$ cat src/hw/thermal_pkg.sv
// constants and types shared by the thermal threshold monitor
package thermal_pkg;
    // warning thresholds 80, 95, 110, 125, 140, 155 degc, bit 0 the lowest
    localparam int                THRESH_N      = 6;
    localparam int                FLAG_W        = THRESH_N + 1;
    localparam int                SD_BIT        = THRESH_N;
    localparam int                ADDR_W        = 4;
    localparam int                DATA_W        = 8;
    localparam int                DB_W          = 10;
    localparam int                SCHED_W       = 19;
    // timing
    localparam real               CLK_MHZ       = 100.0;
    localparam real               DEBOUNCE_US   = 10.0;
    localparam real               WINDOW_US     = 450.0;
    localparam real               INTERVAL_MS   = 3.0;
    localparam int                DEBOUNCE_CYC  = int'($ceil(DEBOUNCE_US * CLK_MHZ));
    localparam int                WINDOW_CYC    = int'($floor(WINDOW_US * CLK_MHZ));
    localparam int                INTERVAL_CYC  = int'($floor(INTERVAL_MS * 1000.0 * CLK_MHZ));
    // register map
    localparam logic [ADDR_W-1:0] ADDR_CTRL     = 4'h0;
    localparam logic [ADDR_W-1:0] ADDR_FLAG     = 4'h1;
    localparam logic [ADDR_W-1:0] ADDR_BLOCK    = 4'h2;
    localparam logic [ADDR_W-1:0] ADDR_LIVE     = 4'h3;
    localparam int                CTRL_ON_BIT   = 0;
    localparam int                CTRL_CONT_BIT = 1;
    localparam logic              CTRL_ON_RST   = 1'h1;
    localparam logic              CTRL_CONT_RST = 1'h1;
    localparam logic [FLAG_W-1:0] BLOCK_RST     = 7'h00;
    // sensor power schedule
    typedef enum logic [3:0]
    {
        SCH_OFF  = 4'h1,
        SCH_CONT = 4'h2,
        SCH_WIN  = 4'h4,
        SCH_GAP  = 4'h8
    } sched_state_t;
endpackage

$ cat src/hw/threshold_debounce.sv
// debounce and hysteresis for one temperature comparison
`timescale 1ns/100ps
module threshold_debounce
(
    input  wire logic clock,
    input  wire logic reset,
    input  wire logic clear,
    input  wire logic sample,
    input  wire logic rise,
    input  wire logic hold,
    output logic      live
);
    import thermal_pkg::*;

    logic [DB_W-1:0] cnt_r;
    logic [DB_W-1:0] cnt_nxt;
    logic            live_r;
    logic            live_nxt;
    wire             want;
    wire             done;

    // set on the threshold, release only below the hysteresis level or on clear
    assign want     = live_r ? !hold : rise;
    assign done     = cnt_r == DB_W'(DEBOUNCE_CYC - 1);
    // any bounce restarts the count, both directions
    assign cnt_nxt  = (clear || !sample || !want || done) ? '0 : cnt_r + 1'b1;
    assign live_nxt = clear ? 1'b0 : (sample && want && done) ? !live_r : live_r;
    assign live     = live_r;

    always_ff @(posedge clock or posedge reset)
    begin
        if (reset)
        begin
            cnt_r  <= '0;
            live_r <= 1'b0;
        end
        else
        begin
            cnt_r  <= cnt_nxt;
            live_r <= live_nxt;
        end
    end
endmodule

$ cat src/hw/sample_scheduler.sv
// sensor power schedule: continuous or sampled window
`timescale 1ns/100ps
module sample_scheduler
#(
    parameter int WINDOW_CYC   = thermal_pkg::WINDOW_CYC,
    parameter int INTERVAL_CYC = thermal_pkg::INTERVAL_CYC
)
(
    input  wire logic clock,
    input  wire logic reset,
    input  wire logic enable,
    input  wire logic continuous,
    input  wire logic standby,
    output logic      power
);
    import thermal_pkg::*;

    sched_state_t       state_r;
    sched_state_t       state_nxt;
    logic [SCHED_W-1:0] cnt_r;
    logic [SCHED_W-1:0] cnt_nxt;
    wire                want_cont;
    wire                win_end;
    wire                gap_end;

    // standby forces sampling whatever continuous says
    assign want_cont = continuous && !standby;
    assign win_end   = cnt_r == SCHED_W'(WINDOW_CYC - 1);
    assign gap_end   = cnt_r == SCHED_W'(INTERVAL_CYC - 1);
    assign power     = state_r == SCH_CONT || state_r == SCH_WIN;

    always_comb
    begin
        state_nxt = state_r;
        cnt_nxt   = cnt_r + 1'b1;
        case (state_r)
            SCH_WIN:
                if (win_end)
                    state_nxt = SCH_GAP;
            SCH_GAP:
                if (gap_end)
                begin
                    state_nxt = SCH_WIN;
                    cnt_nxt   = '0;
                end
            default:
            begin
                state_nxt = SCH_WIN;
                cnt_nxt   = '0;
            end
        endcase
        if (want_cont)
            state_nxt = SCH_CONT;
        if (!enable)
            state_nxt = SCH_OFF;
        if (state_nxt == SCH_CONT || state_nxt == SCH_OFF)
            cnt_nxt = '0;
    end

    always_ff @(posedge clock or posedge reset)
    begin
        if (reset)
        begin
            state_r <= SCH_OFF;
            cnt_r   <= '0;
        end
        else
        begin
            state_r <= state_nxt;
            cnt_r   <= cnt_nxt;
        end
    end
endmodule

$ cat src/hw/thermal_threshold_monitor.sv
// thermal threshold monitor top: sync, thresholds, shutdown, registers, interrupt
//
// Contract
// - events use only the die-centre sensor
// - six thresholds, each flag, live, block
// - rising across threshold sets its flag
// - live clears only below hysteresis level; code also clears warning live when monitor is switched off
// - shutdown held until cooled past hysteresis
// - ten microsecond debounce, both directions
// - monitor off disables all monitoring
// - run plus continuous keeps sensor powered
// - otherwise 450 us window per 3 ms
// - standby always samples, only when enabled
// - unmasked set flag drives interrupt low
`timescale 1ns/100ps
module thermal_threshold_monitor
#(
    parameter int WINDOW_CYC   = thermal_pkg::WINDOW_CYC,
    parameter int INTERVAL_CYC = thermal_pkg::INTERVAL_CYC
)
(
    input  wire logic                                 clock,
    input  wire logic                                 reset,
    // register port
    input  wire logic [thermal_pkg::ADDR_W-1:0]       addr,
    input  wire logic [thermal_pkg::DATA_W-1:0]       wdata,
    input  wire logic                                 wr_en,
    input  wire logic                                 rd_en,
    output logic      [thermal_pkg::DATA_W-1:0]       rdata,
    // die-centre comparators, asynchronous levels
    input  wire logic [thermal_pkg::THRESH_N-1:0]     cmp_rise,
    input  wire logic [thermal_pkg::THRESH_N-1:0]     cmp_hold,
    input  wire logic                                 sd_rise,
    input  wire logic                                 sd_hold,
    // chip power state, same clock
    input  wire logic                                 standby,
    // outputs
    output logic                                      sensor_power,
    output logic                                      thermal_shutdown,
    output logic                                      irq_out_n
);
    import thermal_pkg::*;

    // synchronisers
    logic [THRESH_N-1:0] rise_meta_r;
    logic [THRESH_N-1:0] rise_s_r;
    logic [THRESH_N-1:0] hold_meta_r;
    logic [THRESH_N-1:0] hold_s_r;
    logic [1:0]          sd_meta_r;
    logic [1:0]          sd_s_r;

    // control and status
    logic                temp_monitor_on_r;
    logic                temp_monitor_continuous_r;
    logic [FLAG_W-1:0]   thermal_threshold_block_r;
    logic [FLAG_W-1:0]   thermal_threshold_flag_r;
    logic [FLAG_W-1:0]   thermal_threshold_flag_nxt;
    logic [FLAG_W-1:0]   live_prev_r;
    logic [DATA_W-1:0]   rdata_r;
    logic [DATA_W-1:0]   rdata_nxt;
    logic                irq_n_r;
    logic                irq_n_nxt;

    // sense and schedule
    logic [THRESH_N-1:0] thermal_threshold_live;
    logic                sd_live;
    logic                power;
    wire  [FLAG_W-1:0]   live_all;
    wire  [FLAG_W-1:0]   live_event;
    wire                 thr_clear;

    // register decode
    wire                 sel_ctrl;
    wire                 sel_flag;
    wire                 sel_block;
    wire                 sel_live;
    wire                 wr_ctrl;
    wire                 wr_flag;
    wire                 wr_block;
    wire  [FLAG_W-1:0]   w1c_mask;
    wire  [FLAG_W-1:0]   block_nxt;
    wire  [DATA_W-1:0]   ctrl_view;
    wire  [DATA_W-1:0]   read_val;

    // only the centre-of-die comparators reach this block
    always_ff @(posedge clock or posedge reset)
    begin
        if (reset)
        begin
            rise_meta_r <= '0;
            rise_s_r    <= '0;
            hold_meta_r <= '0;
            hold_s_r    <= '0;
            sd_meta_r   <= '0;
            sd_s_r      <= '0;
        end
        else
        begin
            rise_meta_r <= cmp_rise;
            rise_s_r    <= rise_meta_r;
            hold_meta_r <= cmp_hold;
            hold_s_r    <= hold_meta_r;
            sd_meta_r   <= {sd_hold, sd_rise};
            sd_s_r      <= sd_meta_r;
        end
    end

    // power schedule of the sensor
    sample_scheduler
    #(
        .WINDOW_CYC   (WINDOW_CYC),
        .INTERVAL_CYC (INTERVAL_CYC)
    )
    u_sched
    (
        .clock      (clock),
        .reset      (reset),
        .enable     (temp_monitor_on_r),
        .continuous (temp_monitor_continuous_r),
        .standby    (standby),
        .power      (power)
    );

    // warning senses drop when the monitor is switched off
    assign thr_clear = !temp_monitor_on_r;

    // one debounced sense per warning threshold
    genvar gi;
    generate
        for (gi = 0; gi < THRESH_N; gi++)
        begin : g_thr
            threshold_debounce u_deb
            (
                .clock  (clock),
                .reset  (reset),
                .clear  (thr_clear),
                .sample (power),
                .rise   (rise_s_r[gi]),
                .hold   (hold_s_r[gi]),
                .live   (thermal_threshold_live[gi])
            );
        end
    endgenerate

    // shutdown sense survives a monitor disable, so restart stays blocked
    threshold_debounce u_sd
    (
        .clock  (clock),
        .reset  (reset),
        .clear  (1'b0),
        .sample (power),
        .rise   (sd_s_r[0]),
        .hold   (sd_s_r[1]),
        .live   (sd_live)
    );

    // events: rising edge of each sense
    assign live_all   = {sd_live, thermal_threshold_live};
    assign live_event = live_all & ~live_prev_r;

    // register decode
    assign sel_ctrl  = addr == ADDR_CTRL;
    assign sel_flag  = addr == ADDR_FLAG;
    assign sel_block = addr == ADDR_BLOCK;
    assign sel_live  = addr == ADDR_LIVE;
    assign wr_ctrl   = wr_en && sel_ctrl;
    assign wr_flag   = wr_en && sel_flag;
    assign wr_block  = wr_en && sel_block;

    // write one to clear; a new event wins over the clear
    assign w1c_mask = wr_flag ? wdata[FLAG_W-1:0] : '0;
    assign thermal_threshold_flag_nxt = (thermal_threshold_flag_r & ~w1c_mask)
                                      | live_event;
    assign block_nxt = wr_block ? wdata[FLAG_W-1:0] : thermal_threshold_block_r;

    // interrupt low while any unblocked flag stands
    assign irq_n_nxt = ~|(thermal_threshold_flag_nxt & ~block_nxt);

    // read mux, unmapped reads zero
    assign ctrl_view = DATA_W'({temp_monitor_continuous_r, temp_monitor_on_r});
    assign read_val  = sel_ctrl  ? ctrl_view
                     : sel_flag  ? DATA_W'(thermal_threshold_flag_r)
                     : sel_block ? DATA_W'(thermal_threshold_block_r)
                     : sel_live  ? DATA_W'(live_all)
                     : '0;
    assign rdata_nxt = rd_en ? read_val : '0;

    // control registers
    always_ff @(posedge clock or posedge reset)
    begin
        if (reset)
        begin
            temp_monitor_on_r         <= CTRL_ON_RST;
            temp_monitor_continuous_r <= CTRL_CONT_RST;
        end
        else if (wr_ctrl)
        begin
            temp_monitor_on_r         <= wdata[CTRL_ON_BIT];
            temp_monitor_continuous_r <= wdata[CTRL_CONT_BIT];
        end
    end

    // status, mask, read data, interrupt
    always_ff @(posedge clock or posedge reset)
    begin
        if (reset)
        begin
            thermal_threshold_flag_r  <= '0;
            thermal_threshold_block_r <= BLOCK_RST;
            live_prev_r               <= '0;
            rdata_r                   <= '0;
            irq_n_r                   <= 1'b1;
        end
        else
        begin
            thermal_threshold_flag_r  <= thermal_threshold_flag_nxt;
            thermal_threshold_block_r <= block_nxt;
            live_prev_r               <= live_all;
            rdata_r                   <= rdata_nxt;
            irq_n_r                   <= irq_n_nxt;
        end
    end

    // outputs
    assign rdata            = rdata_r;
    assign irq_out_n        = irq_n_r;
    assign sensor_power     = power;
    assign thermal_shutdown = sd_live;
endmodule

$ cat config.mk
export PLATFORM = sky130hd
export DESIGN_NAME = thermal_threshold_monitor
export DESIGN_NICKNAME = d
export VERILOG_FILES = /design/src/hw/thermal_pkg.sv /design/src/hw/threshold_debounce.sv /design/src/hw/sample_scheduler.sv /design/src/hw/thermal_threshold_monitor.sv
export SDC_FILE = /design/constraint.sdc
export NUM_CORES = 1
export LEC_CHECK = 0
export ABC_AREA = 1
export BUFFER_PORTS_ARGS = -buffer_cell sky130_fd_sc_hd__buf_2
export CAP_MARGIN = 20
export CORE_ASPECT_RATIO = 0.7
export CORE_UTILIZATION = 58
export CTS_CLUSTER_DIAMETER = 200
export DETAILED_ROUTE_END_ITERATION = 8
export GPL_ROUTABILITY_DRIVEN = 0
export PLACE_DENSITY = 0.83
export SLEW_MARGIN = 15
export SYNTH_ARGS = -nofsm -noshare
export SYNTH_HDL_FRONTEND = slang
export SYNTH_SLANG_ARGS = --single-unit
$ cat constraint.sdc
create_clock -name clock -period 5.4 [get_ports clock]
set_input_delay 0.27 -clock clock [delete_from_list [all_inputs] [get_ports clock]]
set_output_delay 0.27 -clock clock [all_outputs]
set_load 0.1 [all_outputs]
Word-level counts from Yosys, hierarchy flattened --
Cells that the tools add are included.
Word-level totals: bits in registers 159, latch bits 0, bits in writable memories 0, ROM bits 0, bits of input ports 31, output and inout bits 11, memories 0
Operators by class: add/sub/neg operators 8, $mul 0, div/mod/pow operators 0, magnitude comparators 0, equal/unequal tests 23, shifts and indexed selects 0, mux-type cells 41, bitwise operators 7, reductions and logical operators 62
Operators with widths (number):
- 10-bit by 1-bit adder with 10-bit output, second input constant | 7
- 10-bit equality test, second input constant | 7
- 10-bit 2-to-1 mux | 7
- 7-bit 2-to-1 mux | 7
- 19-bit 2-to-1 mux | 2
- 19-bit one-hot mux with 2 select lines | 1
- 1-bit logical NOT | 25
- 7-bit bitwise AND | 3
- 7-bit NOT | 3
- 19-bit by 1-bit adder with 19-bit output, second input constant | 1
- 19-bit by 16-bit equality test with 1-bit output, second input constant | 1
- 19-bit equality test, second input constant | 1
- 1-bit 2-to-1 mux | 19
- 1-bit logical AND | 18
- 1-bit logical OR | 17
- 4-bit by 2-bit equality test with 1-bit output, second input constant | 4
- 4-bit 2-to-1 mux | 4
- 2-bit by 1-bit inequality test with 1-bit output, second input constant | 6
- 4-bit by 1-bit equality test with 1-bit output, second input constant | 2
- 4-bit one-hot mux with 2 select lines | 1
- 7-bit OR | 1
- 7-bit OR reduction | 1
- 4-bit by 3-bit equality test with 1-bit output, second input constant | 1
- 4-bit equality test, second input constant | 1
- 4-bit logical NOT | 1

Logic depth before layout (Yosys ltp) --
Gate-level depths: netlist (run 1).
word-level depth 9, depth in mapped cells 10, depth with buffers taken out 10

By module --
Synthesis (run 1) repeated with hierarchy kept, for this count alone.
Second synthesis, totals: cell total of the unflattened synthesis 880, area total of the unflattened synthesis 7627.3 um^2
By module, submodules not included:
- threshold_debounce | times used 7, cells an instance 72, area an instance 601.8 um^2, seq. area each 275.3 um^2
- thermal_threshold_monitor | times used 1, cells an instance 196, area an instance 2109.5 um^2, seq. area each 1480.2 um^2
- sample_scheduler | times used 1, cells an instance 180, area an instance 1305.0 um^2, seq. area each 576.8 um^2

Least setup slack after synthesis (run 1) --
No wires, ideal clock.
path type flip-flop to flip-flop, start point reg u_sd.live_r, in the netlist u_sd.live, end point reg u_sd.cnt_r[3], arrival 1.643 ns, slack 3.680 ns, cell stages (with the launch flop) 7, buffers on the path 0, clock period less this slack 1.720 ns, path through dfrtp_1 > nor2_1 > a21oi_1 > nand2_1 > nor2_1 > o21ai_0 > a21oi_1
Between the ends: word-level cells in the longest chain between the ends 5
RTL lines:
- start: declaration | line threshold_debounce.sv:17 | logic live_r;
- start signal: assignment | line threshold_debounce.sv:40 | live_r <= live_nxt;
- 1-bit 2-to-1 mux | line threshold_debounce.sv:23 | assign want = live_r ? !hold : rise;
- 1-bit logical NOT | line threshold_debounce.sv:26 | assign cnt_nxt = (clear || !sample || !want || done) ? '0 : cnt_r + 1'b1;
- 1-bit logical OR (2 in a row) | line threshold_debounce.sv:26
- 10-bit 2-to-1 mux | line threshold_debounce.sv:26
- net u_sd.cnt_nxt[3] | line threshold_debounce.sv:16 | logic [DB_W-1:0] cnt_nxt;
- end signal: assignment | line threshold_debounce.sv:39 | cnt_r <= cnt_nxt;
- end: declaration | line threshold_debounce.sv:15 | logic [DB_W-1:0] cnt_r;
The timed path passes the listed nets, and every way through them passes these cells. A chain may end at the register's enable or synchronous reset.

Worst setup path after layout (run 1) --
start point reg u_sched.state_r[1], end point out sensor_power
Between the ends: word-level cells in the longest chain between the ends 2
RTL lines:
- start: declaration | line sample_scheduler.sv:18 | sched_state_t state_r;
- start signal: assignment | line sample_scheduler.sv:69 | state_r <= state_nxt;
- 4-bit by 2-bit equality test with 1-bit output or 4-bit by 3-bit equality test with 1-bit output (tied branches) | line sample_scheduler.sv:30 | assign power = state_r == SCH_CONT || state_r == SCH_WIN;
- 1-bit logical OR * | line sample_scheduler.sv:30
- end: declaration | line thermal_threshold_monitor.sv:38 | output logic sensor_power,
Every way passes the cells marked *; elsewhere a longest branch is shown, timed or not.

==> report_table.html, run 1 <==
<table>
<tr><th>Metric</th><th>Value</th></tr>
<tr><th colspan="2">Timing</th></tr>
<tr><td>Total Neg Setup Slack</td><td>0 ps</td></tr>
<tr><td>Least-Margin Pin Slew</td><td>564 ps</td></tr>
<tr><td>Final Slew Violations</td><td>0</td></tr>
<tr><td>Count of final setup violators</td><td>0</td></tr>
<tr><td>Number of endpoints with negative hold slack in the final report</td><td>0</td></tr>
<tr><td>RSZ-0062 raised after global routing</td><td>no</td></tr>
<tr><td>Share of the clock period used by the worst path</td><td>43.1%</td></tr>
<tr><td>Achievable frequency</td><td>0.429 GHz</td></tr>
<tr><td>Final critical-path required period</td><td>2330 ps</td></tr>
<tr><td>Clk_skew</td><td>7.62 ps</td></tr>
<tr><td>Final hold slack</td><td>31.3 ps</td></tr>
<tr><td>Slew HR</td><td>62.4%</td></tr>
<tr><th colspan="2">Yosys</th></tr>
<tr><td>Synth Area per Inst</td><td>8.97 sq um</td></tr>
<tr><td>Gate count after technology mapping</td><td>782</td></tr>
<tr><td>Number of warnings printed during yosys synthesis</td><td>0</td></tr>
<tr><td>Dominant register cell in the synthesized netlist</td><td>sky130_fd_sc_hd__dfrtp_1</td></tr>
<tr><td>Post-synthesis net count</td><td>821</td></tr>
<tr><td>Leading area contributor after synthesis</td><td>sky130_fd_sc_hd__dfrtp_1</td></tr>
<tr><td>Proportion of synthesized chip area in sequential cells</td><td>56.8%</td></tr>
<tr><td>Async set or reset register ratio after synthesis</td><td>100%</td></tr>
<tr><td>Synth top area cells</td><td>sky130_fd_sc_hd__dfrtp_1, sky130_fd_sc_hd__nor2_1, sky130_fd_sc_hd__nand2_1</td></tr>
<tr><td>Yosys top cell area share</td><td>55.3%</td></tr>
<tr><td>Synthesis-stage register bit count</td><td>159</td></tr>
<tr><td>Count of cell types in the netlist</td><td>37</td></tr>
<tr><td>EDFF count, synth</td><td>0</td></tr>
<tr><td>Synthesized area</td><td>0.00701 sq mm</td></tr>
<tr><th colspan="2">Detailed routing</th></tr>
<tr><td>Iter 0 DRT Violations</td><td>366</td></tr>
<tr><td>Number of routed nets with antenna violations</td><td>0</td></tr>
<tr><td>Total DRC errors in the routed layout</td><td>0</td></tr>
<tr><td>Number of search-and-repair iterations in the first detailed-routing pass</td><td>5</td></tr>
<tr><td>Via count</td><td>5436</td></tr>
<tr><td>Post-Route WL</td><td>14.6 mm</td></tr>
<tr><td>Detailed-route wire length per cell</td><td>14.3 microns</td></tr>
<tr><td>DR vias/cell</td><td>5.32</td></tr>
<tr><th colspan="2">Worst setup path</th></tr>
<tr><td>Startpoint-to-endpoint class of the critical path</td><td>reg -&gt; out</td></tr>
<tr><td>Critical path startpoint category</td><td>flop</td></tr>
<tr><td>Crit-path max FO</td><td>11</td></tr>
<tr><td>Required time worst endpoint</td><td>5130 ps</td></tr>
<tr><td>Endpoint kind of the worst setup timing path</td><td>output port</td></tr>
<tr><td>WP data arrival</td><td>2060 ps</td></tr>
<tr><th colspan="2">Die</th></tr>
<tr><td>Initial core utilization</td><td>59.8%</td></tr>
<tr><td>X dimension of the die</td><td>133 microns</td></tr>
<tr><td>Number of rows in the core area</td><td>33</td></tr>
<tr><td>Die area</td><td>0.0125 sq mm</td></tr>
<tr><td>IO Count</td><td>42</td></tr>
<tr><td>Die span in y</td><td>94 microns</td></tr>
<tr><td>Core region area</td><td>0.0117 sq mm</td></tr>
<tr><th colspan="2">Finish</th></tr>
<tr><td>Nets</td><td>890</td></tr>
<tr><td>Layout-stage area growth over the synthesis result</td><td>16.6%</td></tr>
<tr><td>Count of inserted antenna diode cells</td><td>0</td></tr>
<tr><td>Final Instance Area</td><td>0.00818 sq mm</td></tr>
<tr><td>Share of final-layout standard cells stronger than drive strength 1</td><td>12.6%</td></tr>
<tr><th colspan="2">Clock tree</th></tr>
<tr><td>TritonCTS clock tree</td><td>done</td></tr>
<tr><td>Clock transition at the registers of the reported paths</td><td>60 ps</td></tr>
<tr><td>Insertion delay of the later-clocked pin in the worst-skew pair</td><td>420 ps</td></tr>
<tr><td>H-tree lvl count</td><td>4</td></tr>
<tr><td>Clock Tree Root</td><td>sky130_fd_sc_hd__clkbuf_16</td></tr>
<tr><td>Max clock buf depth</td><td>2</td></tr>
<tr><td>Num Clock Sinks</td><td>159</td></tr>
<tr><td>PostCTS Resize Cnt</td><td>0</td></tr>
<tr><td>Number of buffers created by CTS</td><td>17</td></tr>
<tr><th colspan="2">Place</th></tr>
<tr><td>Port Buf Inserts</td><td>39</td></tr>
<tr><td>HPWL after DPL</td><td>9.11 mm</td></tr>
<tr><td>Placement-stage cell area</td><td>0.00738 sq mm</td></tr>
<tr><th colspan="2">Min path</th></tr>
<tr><td>Kind of path behind the tightest hold check</td><td>in -&gt; reg</td></tr>
<tr><th colspan="2">GRT</th></tr>
<tr><td>Initial antenna violation count</td><td>2</td></tr>
<tr><td>Wire length of the first global-routing pass</td><td>24.6 mm</td></tr>
<tr><td>Number of global-route vias before repair</td><td>5315</td></tr>
<tr><td>Global-route congestion overflow total</td><td>0</td></tr>
<tr><td>Largest net degree at the start of global routing</td><td>114</td></tr>
<tr><td>GR Util All Layers</td><td>25.5%</td></tr>
<tr><th colspan="2">Power and ir drop</th></tr>
<tr><td>Total power density per cell area</td><td>352 mW/mm^2</td></tr>
<tr><td>Leakage power</td><td>3.75 nW</td></tr>
<tr><td>Peak ir drop on the vdd network</td><td>316 uV</td></tr>
<tr><th colspan="2">Status</th></tr>
<tr><td>Result of the run</td><td>finished, final reports clean</td></tr>
<tr><th colspan="2">Job</th></tr>
<tr><td>Total of max-cap violations</td><td>0</td></tr>
</table>
==> area by class of cell <==
cell class / count / area [sq um]
Sequential cell: 159 / 3980
Fill cell: 864 / 3550
Multi-Input combinational cell: 512 / 2590
Clock buffer: 18 / 439
Inverter: 105 / 399
Timing Repair Buffer: 56 / 380
Tap cell: 157 / 196
Clock inverter: 14 / 184
==> report_power, final <==
group / leakage, nW / internal (mW) / switching (mW)
Sequential: 2.09 / 1.26 / 0.0515
Clock: 0.303 / 0.748 / 0.499
Combinational: 1.36 / 0.0797 / 0.237
Total: 3.75 / 2.09 / 0.787
==> per-stage QoR <==
step | power [mW] | cells | utilization, % | setup WS, ps
2_1_floorplan | 1.55 | 782 | - | 845
3_3_place_gp | 1.62 | 973 | 62.9 | 3570
3_5_place_dp | 1.63 | 973 | 62.9 | 3510
4_1_cts | 2.88 | 1019 | 69.4 | 3060
5_1_grt | 2.99 | 1021 | 69.7 | 2980
6_report | 2.88 | 1021 | 69.7 | 3070
==> state kept, by name, indices dropped and copies added, names as in the netlist <==
name and count:
rdata 7, temp_monitor_continuous_r 1, u_sched.state_r 4, g_thr.u_deb.cnt_r 60, u_sd.live 1, hold_meta_r 6, live_prev_r 7, rise_meta_r 6
irq_out_n 1, rise_s_r 6, thermal_threshold_flag_r 7, hold_s_r 6, sd_s_r 2, thermal_threshold_block_r 7, u_sched.cnt_r 19, temp_monitor_on_r 1
g_thr.u_deb.live 6, sd_meta_r 2, u_sd.cnt_r 10
==> cells by family after synthesis <==
group	synth area share, %
adder cells (fa/ha/maj)	1.43
AO/OA/AOI/OAI	6.23
buffers and inverters	6.21
XOR/XNOR	4.25
flip-flops	56.8
AND/OR/NAND/NOR	24.9
other	0.0535
multiplexers	0.161
==> cell usage in the layout (no fill, tap or decap), types with 15 or more instances in the layout <==
cell / n
sky130_fd_sc_hd__dfrtp_1: 155
sky130_fd_sc_hd__nor2_1: 142
sky130_fd_sc_hd__nand2_1: 115
sky130_fd_sc_hd__inv_1: 99
sky130_fd_sc_hd__buf_2: 39
sky130_fd_sc_hd__nand3_1: 38
sky130_fd_sc_hd__o21ai_0: 35
sky130_fd_sc_hd__a21oi_1: 33
sky130_fd_sc_hd__nor3_1: 32
sky130_fd_sc_hd__nand4_1: 24
sky130_fd_sc_hd__xor2_1: 23
sky130_fd_sc_hd__clkbuf_16: 17
sky130_fd_sc_hd__dlygate4sd3_1: 15
==> what timing repair did <==
| action | in CTS | in global routing |
|---|---|---|
| hold buffers | 14 | 1 |
| endpoints found under the setup margin | 0 | 0 |
| buffers inserted | 0 | 0 |
| hold endpoints to repair | 14 | 20 |
==> per-layer routing <==
layer	GRT usage, %	up-vias	wire (microns)
li1	-	2648	-
met4	9.94	0	288
met1	34.1	2585	6570
met2	40.5	170	6910
met5	0	-	0
met3	6.09	33	812
==> final timing paths <==
path / slack, ps / depth (start not counted) / end / from
max in group asynchronous: 3780 / 5 / temp_monitor_on_r$_DFFE_PP1P_ / reset
setup / recovery: 3070 / 4 / sensor_power / u_sched.state_r[1]$_DFF_PP0_
setup reg to reg: 3490 / 7 / g_thr[3].u_deb.cnt_r[7]$_DFF_PP0_ / u_sched.state_r[1]$_DFF_PP0_
hold reg to reg: 350 / 0 / rise_s_r[0]$_DFF_PP0_ / rise_meta_r[0]$_DFF_PP0_
min in group asynchronous: 330 / 3 / rise_meta_r[4]$_DFF_PP0_ / reset
hold / removal: 30 / 2 / u_sched.state_r[1]$_DFF_PP0_ / standby
==> cells in the mapped netlist (2+ instances only) <==
cell type / n
sky130_fd_sc_hd__a21oi_1: 33
sky130_fd_sc_hd__a31oi_1: 2
sky130_fd_sc_hd__buf_4: 3
sky130_fd_sc_hd__clkbuf_1: 2
sky130_fd_sc_hd__dfrtp_1: 155
sky130_fd_sc_hd__dfstp_2: 4
sky130_fd_sc_hd__ha_1: 8
sky130_fd_sc_hd__inv_1: 100
sky130_fd_sc_hd__inv_2: 5
sky130_fd_sc_hd__nand2_1: 115
sky130_fd_sc_hd__nand2_2: 3
sky130_fd_sc_hd__nand3_1: 38
sky130_fd_sc_hd__nand4_1: 24
sky130_fd_sc_hd__nand4_2: 2
sky130_fd_sc_hd__nor2_1: 142
sky130_fd_sc_hd__nor2_2: 6
sky130_fd_sc_hd__nor2_4: 4
sky130_fd_sc_hd__nor3_1: 32
sky130_fd_sc_hd__nor3b_1: 5
sky130_fd_sc_hd__nor3b_2: 2
sky130_fd_sc_hd__nor4_1: 2
sky130_fd_sc_hd__o21ai_0: 35
sky130_fd_sc_hd__o21ai_1: 6
sky130_fd_sc_hd__o22ai_1: 6
sky130_fd_sc_hd__or2_2: 4
sky130_fd_sc_hd__xnor2_1: 11
sky130_fd_sc_hd__xor2_1: 23
==> worst max-delay path, cell delays in order, from the launching register on <==
cell,delay (ps)
sky130_fd_sc_hd__dfrtp_1,410
sky130_fd_sc_hd__inv_1,80
sky130_fd_sc_hd__nand4_1,150
sky130_fd_sc_hd__nand2_1,460
sky130_fd_sc_hd__buf_2,530
(Power assumes the default switching activity.)
==> run 2: changes to the inputs <==
Settings changed: CORE_UTILIZATION 58 to 55, PLACE_DENSITY 0.83 to 0.82.
Clock period 5.4 ns to 2.1 ns, I/O delays scaled along.
==> report_table.html, run 2 (same netlist as run 1, synthesis figures left out) <==
<table>
<tr><th>Metric</th><th>Value</th></tr>
<tr><th colspan="2">Status</th></tr>
<tr><td>Result of the run</td><td>finished, final reports clean</td></tr>
<tr><th colspan="2">Finish</th></tr>
<tr><td>Area of the multi-input gates</td><td>0.00259 sq mm</td></tr>
<tr><td>Biggest register</td><td>g_thr.u_deb.cnt_r</td></tr>
<tr><td>Share of final-layout standard cells stronger than drive strength 1</td><td>12.7%</td></tr>
<tr><td>Seq. cell area</td><td>0.00398 sq mm</td></tr>
<tr><td>Nets</td><td>899</td></tr>
<tr><td>Top library cells by usage in the layout, fill and taps aside</td><td>sky130_fd_sc_hd__dfrtp_1, sky130_fd_sc_hd__nor2_1, sky130_fd_sc_hd__nand2_1, sky130_fd_sc_hd__inv_1, sky130_fd_sc_hd__buf_2</td></tr>
<tr><td>Filler cell count</td><td>975</td></tr>
<tr><td>Most common cell after layout, fill and taps aside</td><td>sky130_fd_sc_hd__dfrtp_1</td></tr>
<tr><td>Largest register FFs</td><td>60</td></tr>
<tr><td>Layout-stage area growth over the synthesis result</td><td>17.7%</td></tr>
<tr><td>Biggest registers after layout</td><td>g_thr.u_deb.cnt_r x60, u_sched.cnt_r x19, u_sd.cnt_r x10</td></tr>
<tr><th colspan="2">Power and ir drop</th></tr>
<tr><td>Int Pwr</td><td>5.40 mW</td></tr>
<tr><td>Combinational share of power</td><td>11.4%</td></tr>
<tr><td>Register share of total power</td><td>45.1%</td></tr>
<tr><td>Switching part of the total power</td><td>27.5%</td></tr>
<tr><td>Leakage power</td><td>3.78 nW</td></tr>
<tr><td>Total power density per cell area</td><td>902 mW/mm^2</td></tr>
<tr><td>Power share of the clock group</td><td>43.5%</td></tr>
<tr><td>Switching pwr</td><td>2.05 mW</td></tr>
<tr><td>Peak ir drop on the vdd network</td><td>621 uV</td></tr>
<tr><th colspan="2">Timing</th></tr>
<tr><td>Share of the clock period used by the worst path</td><td>92.7%</td></tr>
<tr><td>Clk_skew</td><td>7.83 ps</td></tr>
<tr><td>Count of final setup violators</td><td>0</td></tr>
<tr><td>Slew HR</td><td>55.7%</td></tr>
<tr><td>Number of endpoints with negative hold slack in the final report</td><td>0</td></tr>
<tr><td>Achievable frequency</td><td>0.514 GHz</td></tr>
<tr><td>Final Slew Violations</td><td>0</td></tr>
<tr><td>Total Neg Setup Slack</td><td>0 ps</td></tr>
<tr><td>Final hold slack</td><td>82.0 ps</td></tr>
<tr><td>RSZ-0062 raised after global routing</td><td>no</td></tr>
<tr><td>Final critical-path required period</td><td>1950 ps</td></tr>
<tr><td>Least-Margin Pin Slew</td><td>664 ps</td></tr>
<tr><th colspan="2">Worst setup path</th></tr>
<tr><td>Critical path's largest stage delay</td><td>470 ps</td></tr>
<tr><td>WP data arrival</td><td>1840 ps</td></tr>
<tr><td>Slowest cell on the critical path</td><td>sky130_fd_sc_hd__buf_2</td></tr>
<tr><td>Crit-path max FO</td><td>11</td></tr>
<tr><td>Launching instance or port of the critical path</td><td>u_sched.state_r[3]$_DFF_PP0_</td></tr>
<tr><td>Required time worst endpoint</td><td>2000 ps</td></tr>
<tr><td>Endpoint kind of the worst setup timing path</td><td>output port</td></tr>
<tr><td>CP Cell Sequence</td><td>inv_1, nand4_1, nand2_1, buf_4, buf_2</td></tr>
<tr><td>Startpoint-to-endpoint class of the critical path</td><td>reg -&gt; out</td></tr>
<tr><td>Critical path startpoint category</td><td>flop</td></tr>
<tr><td>Reg-to-reg startpoint</td><td>u_sched.state_r[3]$_DFF_PP0_</td></tr>
<tr><td>Worst Reg2Reg Path Length in Cells</td><td>8</td></tr>
<tr><th colspan="2">Clock tree</th></tr>
<tr><td>Post-CTS Repair Setup Buffers</td><td>0</td></tr>
<tr><td>Clock transition at the registers of the reported paths</td><td>70 ps</td></tr>
<tr><td>Max clock buf depth</td><td>2</td></tr>
<tr><td>Clock Tree Root</td><td>sky130_fd_sc_hd__clkbuf_16</td></tr>
<tr><td>Insertion delay of the later-clocked pin in the worst-skew pair</td><td>420 ps</td></tr>
<tr><td>TritonCTS clock tree</td><td>done</td></tr>
<tr><td>Number of buffers created by CTS</td><td>17</td></tr>
<tr><td>Num Clock Sinks</td><td>159</td></tr>
<tr><td>PostCTS Resize Cnt</td><td>0</td></tr>
<tr><td>H-tree lvl count</td><td>4</td></tr>
<tr><td>Post-CTS Hold Fix Bufs</td><td>21</td></tr>
<tr><th colspan="2">Die</th></tr>
<tr><td>Initial core utilization</td><td>56.5%</td></tr>
<tr><td>IO Count</td><td>42</td></tr>
<tr><td>Core region area</td><td>0.0124 sq mm</td></tr>
<tr><td>Die span in y</td><td>96.5 microns</td></tr>
<tr><td>X dimension of the die</td><td>137 microns</td></tr>
<tr><td>Die area</td><td>0.0132 sq mm</td></tr>
<tr><td>Number of rows in the core area</td><td>34</td></tr>
<tr><th colspan="2">Place</th></tr>
<tr><td>Port Buf Inserts</td><td>39</td></tr>
<tr><td>HPWL after DPL</td><td>9.43 mm</td></tr>
<tr><th colspan="2">Detailed routing</th></tr>
<tr><td>Iter 0 DRT Violations</td><td>379</td></tr>
<tr><td>Number of routed nets with antenna violations</td><td>0</td></tr>
<tr><td>Detailed-route wire length per cell</td><td>14.4 microns</td></tr>
<tr><td>DR vias/cell</td><td>5.26</td></tr>
<tr><td>Number of search-and-repair iterations in the first detailed-routing pass</td><td>5</td></tr>
<tr><td>Total DRC errors in the routed layout</td><td>0</td></tr>
<tr><td>Post-Route WL</td><td>14.9 mm</td></tr>
<tr><td>Via count</td><td>5448</td></tr>
<tr><th colspan="2">Min path</th></tr>
<tr><td>HP Start</td><td>wdata[6]</td></tr>
<tr><td>Number of cells on the worst hold path</td><td>5</td></tr>
<tr><td>Kind of path behind the tightest hold check</td><td>in -&gt; reg</td></tr>
<tr><th colspan="2">GRT</th></tr>
<tr><td>Wire length of the first global-routing pass</td><td>24.4 mm</td></tr>
<tr><td>Global-route congestion overflow total</td><td>0</td></tr>
<tr><td>Number of global-route vias before repair</td><td>5200</td></tr>
<tr><td>Initial antenna violation count</td><td>1</td></tr>
<tr><td>Largest net degree at the start of global routing</td><td>121</td></tr>
<tr><td>GR Util All Layers</td><td>24.5%</td></tr>
<tr><th colspan="2">Job</th></tr>
<tr><td>Total of max-cap violations</td><td>0</td></tr>
</table>
-- run 2: per-layer routing --
layer | wire length [microns] | track usage (%)
met1 | 6890 | 33.2
met2 | 7000 | 38.5
met3 | 682 | 4.59
met4 | 350 | 11.6
met5 | 0 | 0
-- run 2: final timing paths --
check                                                         end  slack [ps]
min in group asynchronous                   hold_s_r[5]$_DFF_PP0_         390
max in group asynchronous             u_sched.cnt_r[12]$_DFF_PP0_        1170
setup / recovery                                     sensor_power         150
hold reg to reg                             rise_s_r[4]$_DFF_PP0_         350
hold / removal             thermal_threshold_block_r[6]$_DFF_PP0_          80
setup reg to reg                g_thr[4].u_deb.cnt_r[7]$_DFF_PP0_         400
-- run 2: worst max-delay path: cells and delay by family, from the launching register on --
kind	cells	cell delay (ps)
AND/OR/NAND/NOR	2	240
flip-flops	1	370
buffers and inverters	3	800
-- run 2: per-stage QoR --
step	utilization, %	power (mW)	instances	area (sq um)	setup WS [ps]
floorplan	-	3.99	782	7020	-16.6
global placement	59.8	4.18	982	7420	486
detailed placement	59.8	4.21	982	7420	419
CTS	66.4	7.46	1034	8250	155
global route	66.4	7.73	1035	8250	57.7
finish	66.4	7.45	1035	8250	153
-- run 2: cell type report --
type,instances,area share (%)
Sequential cell,159,48.3
Multi-Input combinational cell,512,31.4
Timing Repair Buffer,65,5.52
Clock buffer,18,5.32
Inverter,105,4.82
Tap cell,162,2.46
Clock inverter,13,2.15
Antenna cell,1,0.0303
-- run 2: power by group through the flow --
stage               logic, mW  clock network [mW]  registers [mW]
finish                  0.852                3.24            3.36
global route            0.947                3.40            3.37
CTS                     0.848                3.26            3.35
detailed placement      0.804                   0            3.41
global placement        0.780                   0            3.40
floorplan               0.529                   0            3.46
